`src/design/sdram_cmd_pkg.sv`:
```
// Purpose: Shared types and constants of the SDRAM command and state logic.
// Assumes: Nine column bits, four banks, CAS latency of two or three.
// Notes: Burst length codes follow the usual mode register encoding.

package sdram_cmd_pkg;

	// ==========================================================
	// Burst length codes and the matching column masks
	// ==========================================================
	// Except in full page, the mask is also the index of the last beat of a burst.
	localparam logic [2:0] BL_CODE_1 = 3'h0;
	localparam logic [2:0] BL_CODE_2 = 3'h1;
	localparam logic [2:0] BL_CODE_4 = 3'h2;
	localparam logic [2:0] BL_CODE_8 = 3'h3;
	localparam logic [2:0] BL_CODE_PAGE = 3'h7;
	localparam logic [8:0] MASK_BL1 = 9'h000;
	localparam logic [8:0] MASK_BL2 = 9'h001;
	localparam logic [8:0] MASK_BL4 = 9'h003;
	localparam logic [8:0] MASK_BL8 = 9'h007;
	localparam logic [8:0] MASK_PAGE = 9'h1FF;

	// ==========================================================
	// Auto-precharge lead before the burst end, per CAS latency
	// ==========================================================
	localparam logic [8:0] AP_LEAD_CL2 = 9'h001;
	localparam logic [8:0] AP_LEAD_CL3 = 9'h002;

	// ==========================================================
	// Reset values and the all-banks mask
	// ==========================================================
	localparam logic [3:0] BANKS_NONE = 4'h0;
	localparam logic [3:0] BANKS_ALL = 4'hF;
	localparam logic [8:0] COL_RESET = 9'h000;

	// Power modes, one-hot.
	typedef enum logic [3:0] {
		PM_RUN = 4'b0001,
		PM_SUSP = 4'b0010,
		PM_PDOWN = 4'b0100,
		PM_SREF = 4'b1000
	} pwr_mode_t;

	// Command pins as sampled at the rising clock edge.
	typedef struct packed {
		logic chipSelN;
		logic rowStrobeN;
		logic colStrobeN;
		logic writeEnN;
		logic clockEnable;
		logic a10;
		logic bankSelectHigh;
		logic bankSelectLow;
		logic [8:0] col;
	} cmd_pins_t;

	// Programmed mode, held steady by the caller.
	typedef struct packed {
		logic casLatency3;
		logic interleave;
		logic [2:0] burstCode;
	} mode_cfg_t;

	// Bank and power state as seen from outside.
	typedef struct packed {
		logic [3:0] bankOpen;
		logic [3:0] prechargeBanks;
		logic selfRefresh;
		logic powerDown;
		logic clockSuspend;
		logic burstActive;
	} dev_status_t;

	// One column beat of a burst and the read output enable.
	typedef struct packed {
		logic readBeat;
		logic writeBeat;
		logic dqOutEn;
		logic [1:0] bank;
		logic [8:0] col;
	} beat_t;

endpackage

```
`src/design/sdram_cmd_state.sv`:
```
// Purpose: Command decode, burst sequencing and bank/power state of an SDRAM.
// Assumes: Pins are synchronous to sys_clk; mode is stable during bursts.
// Notes: Activate is decoded only to open banks; no data array is held.
// Behaviour
// - Burst stop acts only in full-page bursts.
// - Stop decoded: row, column high; select, write low.
// - Read stop: outputs float after CAS latency.
// - Write data after a stop is discarded.
// - Sequential order wraps inside burst boundary.
// - Interleaved order inverts low column bits; the code runs full-page bursts in sequential order.
// - A10 high on access requests auto-precharge; the code ignores A10 in full-page bursts.
// - Read auto-precharge starts latency-dependent clocks early.
// - Write auto-precharge one clock after last data.
// - Precharge decoded and closes an active bank.
// - Precharge targets one or all banks.
// - Self refresh entry decode, all banks idle.
// - Self refresh ignores all but clock enable.
// - Clock enable low while idle enters power down.
// - No-operation never ends a running burst.
// - Chip select high is deselect, like no-operation.
// - Clock suspend one clock after enable low.
// - Enable low in a burst means suspend.

`timescale 1ns/1ps

module sdram_cmd_state
	import sdram_cmd_pkg::*;
(
	input wire logic sys_clk,
	input wire logic nrst,
	input wire logic ce,
	input wire cmd_pins_t cmd,
	input wire mode_cfg_t mode,
	output dev_status_t status,
	output beat_t beat
);

	// ==========================================================
	// Command decode
	// ==========================================================
	// Every decode needs chip select low, so a deselect falls through
	// to no action at all, exactly like a no-operation.
	logic selected; // Chip select asserted.
	logic isAct; // Bank activate.
	logic isRead; // Burst read.
	logic isWrite; // Burst write.
	logic isPre; // Precharge.
	logic isStop; // Burst stop.
	logic isSref; // Self refresh entry.
	logic [1:0] bankIdx; // Bank named by the bank-select inputs.
	logic [3:0] bankBit; // One-hot form of bankIdx.

	assign selected = !cmd.chipSelN;
	assign isAct = selected && !cmd.rowStrobeN && cmd.colStrobeN &&
		cmd.writeEnN;
	assign isRead = selected && cmd.rowStrobeN && !cmd.colStrobeN &&
		cmd.writeEnN;
	assign isWrite = selected && cmd.rowStrobeN && !cmd.colStrobeN &&
		!cmd.writeEnN;
	assign isPre = selected && !cmd.rowStrobeN && cmd.colStrobeN &&
		!cmd.writeEnN;
	assign isStop = selected && cmd.rowStrobeN && cmd.colStrobeN &&
		!cmd.writeEnN;
	assign isSref = selected && !cmd.rowStrobeN && !cmd.colStrobeN &&
		cmd.writeEnN && !cmd.clockEnable;
	assign bankIdx = {cmd.bankSelectHigh, cmd.bankSelectLow};
	assign bankBit = 4'h1 << bankIdx;

	// ==========================================================
	// State registers
	// ==========================================================
	pwr_mode_t pm_ff, nxt_pm; // Power mode.
	logic [3:0] bankOpen_ff, nxt_bankOpen; // Activated banks.
	logic burstOn_ff, nxt_burstOn; // A burst is sequencing.
	logic burstWrite_ff, nxt_burstWrite; // Running burst is a write.
	logic apPend_ff, nxt_apPend; // Auto-precharge still owed.
	logic [1:0] burstBank_ff, nxt_burstBank; // Bank of running burst.
	logic [8:0] start_ff, nxt_start; // Start column of the burst.
	logic [8:0] beatIdx_ff, nxt_beatIdx; // Index of last issued beat.
	logic [1:0] readPipe_ff, nxt_readPipe; // Read beats in latency.
	dev_status_t status_ff, nxt_status; // Registered status.
	beat_t beat_ff, nxt_beat; // Registered beat output.

	// Combinational helpers.
	logic pmRun; // Commands are taken only in run mode.
	logic fullPage; // Programmed burst is a full page.
	logic [8:0] mask; // Column bits that move inside a burst.
	logic [8:0] lead; // Auto-precharge lead for read bursts.
	logic rwOk; // Accepted read or write.
	logic issue; // A beat is issued at this edge.
	logic issueWrite; // The issued beat is a write.
	logic [1:0] issueBank; // Bank of the issued beat.
	logic [8:0] issueBeat; // Index of the issued beat.
	logic [8:0] issueStart; // Start column of the issued beat.
	logic [8:0] issueCol; // Column of the issued beat.
	logic [3:0] closeBanks; // Banks closed at this edge.
	logic [3:0] apClose; // Banks closed by auto-precharge.
	assign pmRun = (pm_ff == PM_RUN);

	// ==========================================================
	// Power mode: run, clock suspend, power down, self refresh
	// ==========================================================
	// Next power mode. A low-power mode starts at the same edge that
	// sees the enable low, so the command sampled with it still runs.
	always_comb begin
		nxt_pm = pm_ff;
		unique case (pm_ff)
			PM_RUN: if (!cmd.clockEnable) begin
				if (isSref && bankOpen_ff == BANKS_NONE && !burstOn_ff) begin
					nxt_pm = PM_SREF;
				end else if (bankOpen_ff != BANKS_NONE || burstOn_ff) begin
					nxt_pm = PM_SUSP;
				end else begin
					nxt_pm = PM_PDOWN;
				end
			end
			// Each low-power mode returns to run once the enable is seen
			// high; no other pin is looked at while it lasts.
			PM_SUSP, PM_PDOWN, PM_SREF: begin
				if (cmd.clockEnable) begin
					nxt_pm = PM_RUN;
				end
			end
		endcase
	end

	// Power mode register.
	always_ff @(posedge sys_clk or negedge nrst) begin
		if (!nrst) begin
			pm_ff <= PM_RUN;
		end else if (ce) begin
			pm_ff <= nxt_pm;
		end
	end

	// ==========================================================
	// Burst sequencing, auto-precharge and bank state
	// ==========================================================
	// Next burst and bank state. Outside run mode nothing advances,
	// which freezes a suspended burst exactly where it stood.
	always_comb begin
		unique case (mode.burstCode)
			BL_CODE_1: mask = MASK_BL1;
			BL_CODE_2: mask = MASK_BL2;
			BL_CODE_4: mask = MASK_BL4;
			BL_CODE_8: mask = MASK_BL8;
			BL_CODE_PAGE: mask = MASK_PAGE;
			default: mask = MASK_BL1;
		endcase
		fullPage = (mode.burstCode == BL_CODE_PAGE);
		lead = mode.casLatency3 ? AP_LEAD_CL3 : AP_LEAD_CL2;
		// An access to a closed bank is dropped.
		rwOk = pmRun && (isRead || isWrite) && bankOpen_ff[bankIdx];
		nxt_burstOn = burstOn_ff;
		nxt_burstWrite = burstWrite_ff;
		nxt_apPend = apPend_ff;
		nxt_burstBank = burstBank_ff;
		nxt_start = start_ff;
		nxt_beatIdx = beatIdx_ff;
		issue = 1'b0;
		issueWrite = burstWrite_ff;
		issueBank = burstBank_ff;
		issueBeat = beatIdx_ff;
		issueStart = start_ff;
		apClose = BANKS_NONE;
		if (rwOk) begin
			// A new access restarts the burst at its own column.
			nxt_burstOn = 1'b1;
			nxt_burstWrite = isWrite;
			nxt_burstBank = bankIdx;
			nxt_start = cmd.col;
			nxt_beatIdx = COL_RESET;
			// Full page cannot auto-precharge, so A10 is ignored there.
			nxt_apPend = cmd.a10 && !fullPage;
			issue = 1'b1;
			issueWrite = isWrite;
			issueBank = bankIdx;
			issueBeat = COL_RESET;
			issueStart = cmd.col;
		end else if (pmRun && isStop && fullPage && burstOn_ff) begin
			// Stop ends the burst; the bank stays open.
			nxt_burstOn = 1'b0;
			nxt_apPend = 1'b0;
		end else if (pmRun && burstOn_ff) begin
			// No-operation and deselect land here and let it run on.
			if (beatIdx_ff == mask && !fullPage) begin
				nxt_burstOn = 1'b0;
				nxt_apPend = 1'b0;
				// The edge after the last write beat starts precharge.
				if (burstWrite_ff && apPend_ff) begin
					apClose = 4'h1 << burstBank_ff;
				end
			end else begin
				issue = 1'b1;
				issueBeat = beatIdx_ff + 9'h001;
				nxt_beatIdx = issueBeat;
			end
		end
		// Read precharge starts once few enough beats remain.
		if (issue && !issueWrite && nxt_apPend &&
			(mask - issueBeat) <= lead) begin
			apClose = 4'h1 << issueBank;
			nxt_apPend = 1'b0;
		end
		// Upper column bits never receive a carry from the moving bits.
		if (mode.interleave && !fullPage) begin
			issueCol = issueStart ^ (issueBeat & mask);
		end else begin
			issueCol = (issueStart & ~mask) |
				((issueStart + issueBeat) & mask);
		end
		// Bank open and close.
		closeBanks = apClose;
		nxt_bankOpen = bankOpen_ff;
		if (pmRun && isAct) begin
			nxt_bankOpen = bankOpen_ff | bankBit;
		end
		if (pmRun && isPre) begin
			closeBanks = apClose | (cmd.a10 ? BANKS_ALL : bankBit);
		end
		nxt_bankOpen = nxt_bankOpen & ~closeBanks;
		// Read beats walk a latency pipe that freezes in suspend.
		nxt_readPipe = readPipe_ff;
		nxt_beat = beat_ff;
		nxt_beat.readBeat = issue && !issueWrite;
		nxt_beat.writeBeat = issue && issueWrite;
		nxt_beat.bank = issueBank;
		nxt_beat.col = issueCol;
		if (pmRun) begin
			nxt_readPipe = {readPipe_ff[0], issue && !issueWrite};
			nxt_beat.dqOutEn = mode.casLatency3 ? readPipe_ff[1] :
				readPipe_ff[0];
		end
		nxt_status.bankOpen = nxt_bankOpen;
		nxt_status.prechargeBanks = closeBanks;
		nxt_status.selfRefresh = (nxt_pm == PM_SREF);
		nxt_status.powerDown = (nxt_pm == PM_PDOWN);
		nxt_status.clockSuspend = (nxt_pm == PM_SUSP);
		nxt_status.burstActive = nxt_burstOn;
	end

	// Burst, bank and output registers.
	always_ff @(posedge sys_clk or negedge nrst) begin
		if (!nrst) begin
			bankOpen_ff <= BANKS_NONE;
			burstOn_ff <= 1'b0;
			burstWrite_ff <= 1'b0;
			apPend_ff <= 1'b0;
			burstBank_ff <= 2'h0;
			start_ff <= COL_RESET;
			beatIdx_ff <= COL_RESET;
			readPipe_ff <= 2'h0;
			status_ff <= '0;
			beat_ff <= '0;
		end else if (ce) begin
			bankOpen_ff <= nxt_bankOpen;
			burstOn_ff <= nxt_burstOn;
			burstWrite_ff <= nxt_burstWrite;
			apPend_ff <= nxt_apPend;
			burstBank_ff <= nxt_burstBank;
			start_ff <= nxt_start;
			beatIdx_ff <= nxt_beatIdx;
			readPipe_ff <= nxt_readPipe;
			status_ff <= nxt_status;
			beat_ff <= nxt_beat;
		end
	end

	assign status = status_ff;
	assign beat = beat_ff;
endmodule

```
`config.mk`:
```
export PLATFORM = sky130hd
export DESIGN_NAME = sdram_cmd_state
export DESIGN_NICKNAME = d
export VERILOG_FILES = /design/src/design/sdram_cmd_pkg.sv /design/src/design/sdram_cmd_state.sv
export SDC_FILE = /design/constraint.sdc
export NUM_CORES = 1
export LEC_CHECK = 0
export BUFFER_PORTS_ARGS = -buffer_cell sky130_fd_sc_hd__buf_2
export CAP_MARGIN = 10
export CELL_PAD_IN_SITES_DETAIL_PLACEMENT = 1
export CELL_PAD_IN_SITES_GLOBAL_PLACEMENT = 2
export CORE_MARGIN = 4
export CORE_UTILIZATION = 33
export DETAILED_ROUTE_END_ITERATION = 10
export PLACE_DENSITY = 0.84
export REMOVE_ABC_BUFFERS = 1
export SETUP_SLACK_MARGIN = 0.2
export SLEW_MARGIN = 20
export SYNTH_ARGS = -nofsm -noshare
export SYNTH_HDL_FRONTEND = slang
export SYNTH_SLANG_ARGS = --single-unit
```
`constraint.sdc`:
```
create_clock -name sys_clk -period 4.75 [get_ports sys_clk]
set_input_delay 0.95 -clock sys_clk [delete_from_list [all_inputs] [get_ports sys_clk]]
set_output_delay 0.95 -clock sys_clk [all_outputs]
set_load 0.005 [all_outputs]
```
Yosys cells after proc, flatten, opt, wreduce, memory -nomap -nowiden

Index checks and enable logic that the tools add are counted.

Shift-type cells: 3
Equality and inequality tests: 12
Reductions and logical operators: 48
Order comparisons: 2
Add/subtract/negate cells: 3
Bitwise gates (word level): 10
Muxes and demuxes: 40

Operators with widths:

| cell                  | number |
|---|---|
| $mux W9               | 6 |
| $mux W4               | 12 |
| $pmux W9 S4           | 1 |
| $logic_and A1 B1 Y1   | 31 |
| $and A9 B9 Y9         | 3 |
| $mux W1               | 16 |
| $shl A1 B2 Y4 const A | 3 |
| $add A9 B1 Y9 const B | 1 |
| $add A9 B9 Y9         | 1 |
| $eq A9 B9 Y1          | 1 |
| $le A9 B2 Y1          | 1 |
| $not A9 Y9            | 1 |
| $or A9 B9 Y9          | 1 |
| $sub A9 B9 Y9         | 1 |
| $xor A9 B9 Y9         | 1 |
| $eq A4 B2 Y1 const B  | 2 |
| $eq A4 B3 Y1 const B  | 2 |
| $eq A4 B4 Y1 const B  | 2 |
| $logic_not A1 Y1      | 8 |
| $or A4 B4 Y4          | 2 |
| $pmux W4 S2           | 1 |
| $eq A3 B2 Y1 const B  | 2 |
| $reduce_bool A3 Y1    | 2 |
| $and A4 B4 Y4         | 1 |
| 14 further kinds      | 16 |

Word-level logic and storage cells: 135
Register bits: 52
Output and inout bits: 26

Longest topological paths before layout

Gate-level depths: netlist of the first run.

Word-level depth: 17
Mapped depth: 21
Mapped depth without buffers: 19

Least setup slack after synthesis of the first run

No wires, ideal clock.

Path type: input to register
From: input port mode[1] (netlist name)
To: register status_ff, in the netlist status[9]
Stages on the path: 19
Setup slack: -0.340 ns
Setup time: 0.119 ns
Data arrival time: 4.971 ns
Buffers on the path: 2
Path through: clkbuf_1 -> nor2b_1 -> a211oi_1 -> o31a_1 -> nor3_2 -> nand3_1 -> or3_1 -> a21oi_1 -> inv_1 -> ha_1 -> o21a_1 -> o31a_1 -> a211o_1 -> a2111oi_0 -> o211a_1 -> or2_1 -> buf_6 -> a211oi_1 -> o21a_1

Word-level cells in the longest chain between the ends: 16
Elaborated cells between the ends (all ways): 37
Classes of those cells: add/sub (1); order compare (1); eq/ne (5); mux (19); bitwise (3); reduce/logical (8)

RTL lines:

| element                                    | line                                           | source |
|---|---|---|
| from (decl)                                | sdram_cmd_state.sv:33                          | `input wire mode_cfg_t mode,` |
| $eq A3 B3 Y1, or another cell as far along | sdram_cmd_state.sv:142, sdram_cmd_state.sv:150 |  |
| $pmux W9 S4                                | sdram_cmd_state.sv:142                         | `unique case (mode.burstCode)` |
| $eq A9 B9 Y1                               | sdram_cmd_state.sv:186                         | `if (beatIdx_ff == mask && !fullPage) begin` |
| $logic_and A1 B1 Y1                        | sdram_cmd_state.sv:186                         |  |
| $mux W9 (2 in series)                      | --                                             |  |
| $mux W9 *                                  | --                                             |  |
| $mux W9 *                                  | sdram_cmd_state.sv:166                         | `if (rwOk) begin` |
| via issueBeat[5]                           | sdram_cmd_state.sv:93                          | `logic [8:0] issueBeat;` |
| $sub A9 B9 Y9 *                            | sdram_cmd_state.sv:201                         | `(mask - issueBeat) <= lead) begin` |
| $le A9 B2 Y1 *                             | sdram_cmd_state.sv:201                         |  |
| $logic_and A1 B1 Y1 *                      | sdram_cmd_state.sv:200                         | `if (issue && !issueWrite && nxt_apPend &&` |
| $mux W4 *                                  | sdram_cmd_state.sv:200                         |  |
| $or A4 B4 Y4                               | sdram_cmd_state.sv:219                         | `closeBanks = apClose \| (cmd.a10 ? BANKS_ALL : bankBit);` |
| $mux W4 *                                  | sdram_cmd_state.sv:218                         | `if (pmRun && isPre) begin` |
| $not A4 Y4 *                               | sdram_cmd_state.sv:221                         | `nxt_bankOpen = nxt_bankOpen & ~closeBanks;` |
| $and A4 B4 Y4 *                            | sdram_cmd_state.sv:221                         |  |
| to (signal assigned)                       | sdram_cmd_state.sv:264                         | `status_ff <= nxt_status;` |
| to (decl)                                  | sdram_cmd_state.sv:81                          | `dev_status_t status_ff, nxt_status;` |

Mark *: on every way through the listed nets, which the timed path passes. The rest lies on a longest branch.
A chain may end at the register's enable or synchronous reset.

Worst setup path in the final report of the first run

From: input port mode[1] (netlist name)
To: register status_ff, in the netlist status[4]

Word-level cells in the longest chain between the ends: 14
Elaborated cells between the ends (all ways): 35
Classes of those cells: add/sub (1); order compare (1); eq/ne (5); mux (19); bitwise (1); reduce/logical (8)

RTL lines:

| element                                    | line |
|---|---|
| $eq A3 B3 Y1, or another cell as far along | sdram_cmd_state.sv:142, sdram_cmd_state.sv:150 |
| $pmux W9 S4                                | sdram_cmd_state.sv:142 |
| $eq A9 B9 Y1                               | sdram_cmd_state.sv:186 |
| $logic_and A1 B1 Y1                        | sdram_cmd_state.sv:186 |
| $mux W9 (2 in series)                      | -- |
| $mux W9 *                                  | -- |
| $mux W9 *                                  | sdram_cmd_state.sv:166 |
| via issueBeat[1]                           | sdram_cmd_state.sv:93 |
| $sub A9 B9 Y9 *                            | sdram_cmd_state.sv:201 |
| $le A9 B2 Y1 *                             | sdram_cmd_state.sv:201 |
| $logic_and A1 B1 Y1 *                      | sdram_cmd_state.sv:200 |
| $mux W4 *                                  | sdram_cmd_state.sv:200 |
| $or A4 B4 Y4                               | sdram_cmd_state.sv:219 |
| $mux W4 *                                  | sdram_cmd_state.sv:218 |

Marks and branches as above.

==> flow_summary.ini, run 1 <==
[outcome]
status = finished, final reports clean

[logic_synthesis]
syn_inst = 441
synth_edf_count = 0
synth_top_flop_cell = dfrtp_1
synthArstFlopShare_pct = 100
syn-cell-area_um2 = 4010
yosys_register_bits = 52
synth_seq_area_share_pct = 32.5
avgSynthCellArea_um2 = 9.08
synth_cell_types = 65
yosysWarningCount = 0

[setup_path]
regToRegSetupSlack_ps = 270
critPathCaptureType = flip-flop
worstSetupStartpointType = primary input
rr_worst_depth = 20
critPathKind = primary input to flip-flop
r2r_start = beatIdx_ff[5]
rr_endpoint = status[4]
crit_arrival_ps = 4840
crit_required_ps = 4930
path_max_fanout = 8

[clock_tree]
clockBufferDepth = 2
clk_pin_slew_ps = 70
clock-sinks = 52
cts_tree = yes
htree_levels = 2
clk_latency_ps = 300
cts-buffers-inserted = 5
clockRootBuffer = clkbuf_16

[detailed_routing]
drt_first_pass_iters = 4
wl_per_cell_um = 18.0
vias_per_cell = 5.48
totalWireLength_um = 12200
drcViolationCount = 0
drt_iter0_drc = 169
via_count = 3728
ant_nets = 0

[global_route]
grtUsageTotal_pct = 17.8
grt_pass1_wl_um = 20800
grt_pass1_vias = 4090
grt_antenna_before_repair = 0
grt-ovfl-total = 0
grt_max_degree = 53

[layout]
final_common_cell = buf_4
final_nets = 591
drive_above_1_share_pct = 36.3
final_cell_mix = buf_4 (52), dfrtp_1 (51), buf_2 (48), nand2_1 (40), mux2_2 (35)
area_growth_pct = 30.1
n_antenna_cell = 0

[min_path]
min_to = beat[3]
worstHoldStart = beat[3]
hold_depth = 1
hp-class = flip-flop to flip-flop

[pwr]
irDropWorstVdd_v = 0.000128
combPwrFrac_pct = 40.9
intPower_mw = 1.04
p_leak_nw = 2.51
power_mw = 1.61
power_switching_mw = 0.569
seq_power_share_pct = 35.4
switching_share_pct = 35.4
clkPwrFrac_pct = 23.8
cellPowerDensity_nw_per_um2 = 309

[die]
die_h_um = 118
io-pin-count = 51
die_area_um2 = 14000
die_width_um = 118
rows = 39
initial_core_util_pct = 34.3
core_um2 = 11700

[sta]
max_slew.worst_pin.slew_ps = 749
setup_violations = 0
slew_headroom_pct = 49.9
max_freq_mhz = 214
drv_slew = 0
fin_tns_setup_ps = 0
hold_viol = 0
min_period_ps = 4660
fin_crit_sh_pct = 98.2
clock_skew_ps = 7.83
grt_setup_unrepaired = yes

[job]
drv_cap = 0

[placed_design]
port_buffers = 50
hpwl_um = 8930
gp_congestion = 0.838
[flip-flops by register name, indices dropped and copies added, names as in the netlist]
signal and flops:
apPend_ff 1, beat 14, beatIdx_ff 9, burstWrite_ff 1
pm_ff 4, readPipe_ff 2, start_ff 9, status 12
[cell families after synthesis]
group | after synthesis | synth area share, %
AOI/OAI and AO/OA | 111 | 19.0
adders and majority gates | 30 | 9.75
buffers and inverters | 50 | 5.00
muxes | 43 | 12.0
and+or+nand+nor | 133 | 17.0
DFF | 52 | 32.5
xor gates and xnor gates | 22 | 4.81
[critical path: stages]
cell and delay (ps):
buf_8 100, nor2b_4 130, and4b_1 210, o31a_1 320, nor3_4 250, buf_6 170
mux2i_1 220, nor2_2 90, buf_4 150, fa_2 530, inv_2 50, ha_4 260
nor2b_4 130, a2bb2oi_2 140, nor2_1 50, o211ai_1 110, nor4_2 60, o211a_1 130
or2_4 270, a22o_1 260, mux2_4 260
[power by group through the flow]
| stage | Combinational, mW | Clock, mW | Sequential (mW) |
|---|---|---|---|
| 5_1_grt | 0.731 | 0.412 | 0.580 |
| 3_5_place_dp | 0.544 | 0 | 0.575 |
| 4_1_cts | 0.637 | 0.398 | 0.570 |
| 6_report | 0.657 | 0.382 | 0.570 |
| 3_3_place_gp | 0.519 | 0 | 0.570 |
| 2_1_floorplan | 0.331 | 0 | 0.558 |
[layer usage]
metal  vias up  global-route usage [%]  part of all wire [%]
met3         7                    3.15                   3.1
li1       1774                       -                     -
met2        58                    30.7                    49
met5         -                       0                     0
met1      1889                    23.9                    48
met4         0                    2.71                  0.52
[metrics by stage]
step           std cells  util [%]  hold slack [ps]  area, um2  setup WS [ps]
2_1_floorplan        422         -              463       3920           -420
5_1_grt              680      44.7              516       5210          -82.5
4_1_cts              679      44.1              488       5150            100
3_5_place_dp         664      40.5              470       4720           -462
6_report             680      44.7              480       5210           87.7
3_3_place_gp         664      40.5              458       4720           -331
[Yosys cell counts, types with 4 or more instances]
cell	count	share of area (%)
inv_1	31	2.9
o22ai_1	4	0.62
nor2_1	36	3.4
dfrtp_1	51	32
clkbuf_1	14	1.3
o21a_1	4	0.75
a21oi_1	20	2.5
xnor2_1	6	1.3
nor3_1	5	0.62
a21boi_0	4	0.75
o211ai_1	4	0.75
nand2_1	41	3.8
or3_1	4	0.62
a211oi_1	6	1.1
xor2_1	16	3.5
a21o_1	6	1.1
o21ai_0	24	3.0
nor3b_1	4	0.75
nor2b_1	5	0.78
nand2b_1	5	0.78
a22o_1	5	1.1
nand3_1	5	0.62
mux2_2	36	10
nand4_1	5	0.78
o2111ai_1	5	1.1
mux2i_1	6	1.5
ha_1	28	8.7
a31oi_1	4	0.62
a2bb2oi_1	4	0.87
[worst max path at each step]
stage,startpoint,to,cells past startpoint
6_report,mode[1],status[4],21
5_1_grt,mode[1],status[4],19
4_1_cts,mode[1],status[4],22
3_5_place_dp,mode[1],status[9],19
3_3_place_gp,mode[1],status[10],19
2_1_floorplan,cmd[10],status[6],17
[layout make-up]
type / count / area, um2
fill: 1358 / 6450
clock inverter: 1 / 7.51
multi-input combinational: 339 / 2750
sequential: 52 / 1300
tap: 143 / 179
timing repair buffer: 107 / 713
inverter: 31 / 116
clock buffer: 7 / 143
[timing repair]
action                                  CTS  global route
endpoints found under the setup margin   10            11
gates resized for setup                  47            14
pin swaps                                23             7
buffers inserted                          7             1
hold buffers                              0             0
hold endpoints to repair                  0             0
(Power assumes the default switching activity.)
==> run 2: changes to the inputs <==
ABC_AREA = 1   (was default)
CORE_UTILIZATION = 30   (was 33)
PLACE_DENSITY = 0.83   (was 0.84)
==> run 2 against run 1 <==
  * First-iteration DRC count rose by 44%
  * Utilization fell by 9.5 points
  * Total power rose by 34%
  * Synthesized cell count rose by 33%
==> flow_summary.ini, run 2 <==
[detailed_routing]
via_count = 4108
ant_nets = 0
totalWireLength_um = 13000
drcViolationCount = 0
drt_first_pass_iters = 4
drt_iter0_drc = 244
vias_per_cell = 5.00
wl_per_cell_um = 15.8

[logic_synthesis]
synthTopCellsByCount = nand2_1 (132), inv_1 (80), dfrtp_1 (51)
netlist_top_cells_area = dfrtp_1 (30%), nand2_1 (12%), ha_1 (8.3%), inv_1 (7.1%), o21ai_0 (5.6%)
yosysMostFrequentCell = nand2_1
synth_top_family_by_area = simple AND/OR/NAND/NOR gates
yosysTopAreaCell = dfrtp_1
synth_edf_count = 0
synth-simple-area-share_pct = 29.8
synth_seq_area_share_pct = 30.8
synth_xor_area_share_pct = 2.90
synth_top_flop_cell = dfrtp_1
yosysWarningCount = 0
synth_mux_area_share_pct = 0
avgSynthCellArea_um2 = 7.23
synth_cell_types = 50
syn-cell-area_um2 = 4230
yosys_register_bits = 52
syn_inst = 586
synthAdderAreaFrac_pct = 9.22
synthArstFlopShare_pct = 100
synth_top_area_share_pct = 30.1
synth_compound_area_share_pct = 17.3

[layout]
final_common_cell = nand2_1
n_fill_cell = 1765
largest_reg_flops = 14
final_cell_mix = nand2_1 (132), inv_1 (80), dfrtp_1 (51), buf_2 (50), o21ai_0 (47)
stdcell_count = 821
area_growth_pct = 15.1
n_antenna_cell = 0
drive_above_1_share_pct = 19.2
final_nets = 695

[clock_tree]
cts_tree = yes
clk_pin_slew_ps = 70
ctsHoldBuffers = 0
clockRootBuffer = clkbuf_16
post_cts_resized = 0
clock-sinks = 52
cts-buffers-inserted = 5
cts_setup_buffers = 0
clockBufferDepth = 2
htree_levels = 2
clk_latency_ps = 310

[die]
rows = 43
initial_core_util_pct = 30.6
core_um2 = 13800
io-pin-count = 51
die_width_um = 127
die_area_um2 = 16100
die_h_um = 127

[pwr]
irDropWorstVdd_v = 0.000153
p_leak_nw = 2.55
cellPowerDensity_nw_per_um2 = 444

[sta]
fin_tns_setup_ps = 0
hold_viol = 0
drv_slew = 0
fin_hold_ws_ps = 450
max_freq_mhz = 249
clock_skew_ps = 10.1
max_slew.worst_pin.slew_ps = 766
slew_headroom_pct = 48.5
worst_slack_ps = 734
setup_violations = 0
fin_crit_sh_pct = 84.6
min_period_ps = 4020
grt_setup_unrepaired = no

[placed_design]
hpwl_um = 10000
dpl.cell_count = 813
gp_congestion = 0.831
pre_cts_ws_ps = 417
port_buffers = 50

[setup_path]
worstSetupStartpointType = primary input
crit_required_ps = 4930
crit_arrival_ps = 4200
critPathKind = primary input to flip-flop
critPathCaptureType = flip-flop
path_max_fanout = 10

[min_path]
hp-class = primary input to asynchronous set/reset pin

[job]
drv_cap = 0

[outcome]
status = finished, final reports clean

[global_route]
grt_antenna_before_repair = 0
grt-ovfl-total = 0
grt_pass1_vias = 4434
grt_pass1_wl_um = 22000
grtUsageTotal_pct = 16.8
grt_max_degree = 49
==> run 2: changes by cell type in the layout (fill, tap and decap cells not counted), moves of 9 or more <==
cell	previous run	this run
inv_1	30	80
buf_4	52	10
o21ai_0	20	47
xor2_1	16	7
nand3_1	4	34
a31oi_1	2	15
nand2_1	40	132
mux2_2	35	0
==> run 2: worst max-delay path, stage by stage <==
cell and delay (ps):
buf_2 120, nand2_2 140, inv_1 150, nand2_1 110, nand3_1 100, nor2_1 170, nand2_2 100, nand2_4 130
o21ai_0 90, a21oi_1 190, ha_1 210, fa_1 410, inv_1 60, ha_1 230, inv_1 60, o21bai_1 50
a21oi_1 120, nand3_1 80, nor2_1 110, nand3_1 120, nor2_4 190, nand4_1 110, nand3_1 100, a21oi_1 80
==> run 2: metal layers <==
layer	GRT usage (%)	wire [um]
met1	20.3	5730
met2	31.0	6600
met3	2.65	484
met4	4.04	190
met5	0	0
==> run 2: area by class of cell <==
| class | count | area, um2 | share of cell area (%) |
|---|---|---|---|
| Inverter | 91 | 344 | 7.06 |
| Multi-Input combinational cell | 430 | 2510 | 51.5 |
| Timing Repair Buffer | 60 | 325 | 6.68 |
| Tap cell | 180 | 225 | 4.62 |
| Clock buffer | 6 | 129 | 2.65 |
| Sequential cell | 52 | 1300 | 26.7 |
| Clock inverter | 2 | 35.0 | 0.719 |
==> run 2: path summary, 6_finish.rpt <==
| path | start | end | slack, ps | cells after the start |
|---|---|---|---|---|
| max | mode[1] | status[9] | 730 | 24 |
| min | nrst | status[1] | 450 | 1 |
| max reg2reg | pm_ff[0] | status[9] | 1130 | 19 |
| min reg2reg | status[1] | status[1] | 480 | 2 |
| max in group asynchronous | nrst | beat[5] | 3440 | 2 |
| min in group sys_clk | status[1] | status[1] | 480 | 2 |
==> run 2: through the flow <==
stage	util [%]	instance area, um2	total power [mW]
6_report	35.2	4870	2.16
3_5_place_dp	34.1	4710	1.76
4_1_cts	35.2	4870	2.20
5_1_grt	35.2	4870	2.37
3_3_place_gp	34.1	4710	1.71
2_1_floorplan	-	4160	1.41
==> run 2: report_power, final <==
group	leakage [nW]	internal, mW	switching (mW)
sequential	0.674	0.555	0.0878
combinational	1.80	0.420	0.678
clock	0.0808	0.249	0.174
total	2.55	1.22	0.940
==> run 2: cells by family after synthesis <==
family,after synthesis
simple gates,267
fa+ha+maj,30
buf+inv,104
compound gates,119
xor+xnor,14
flops,52
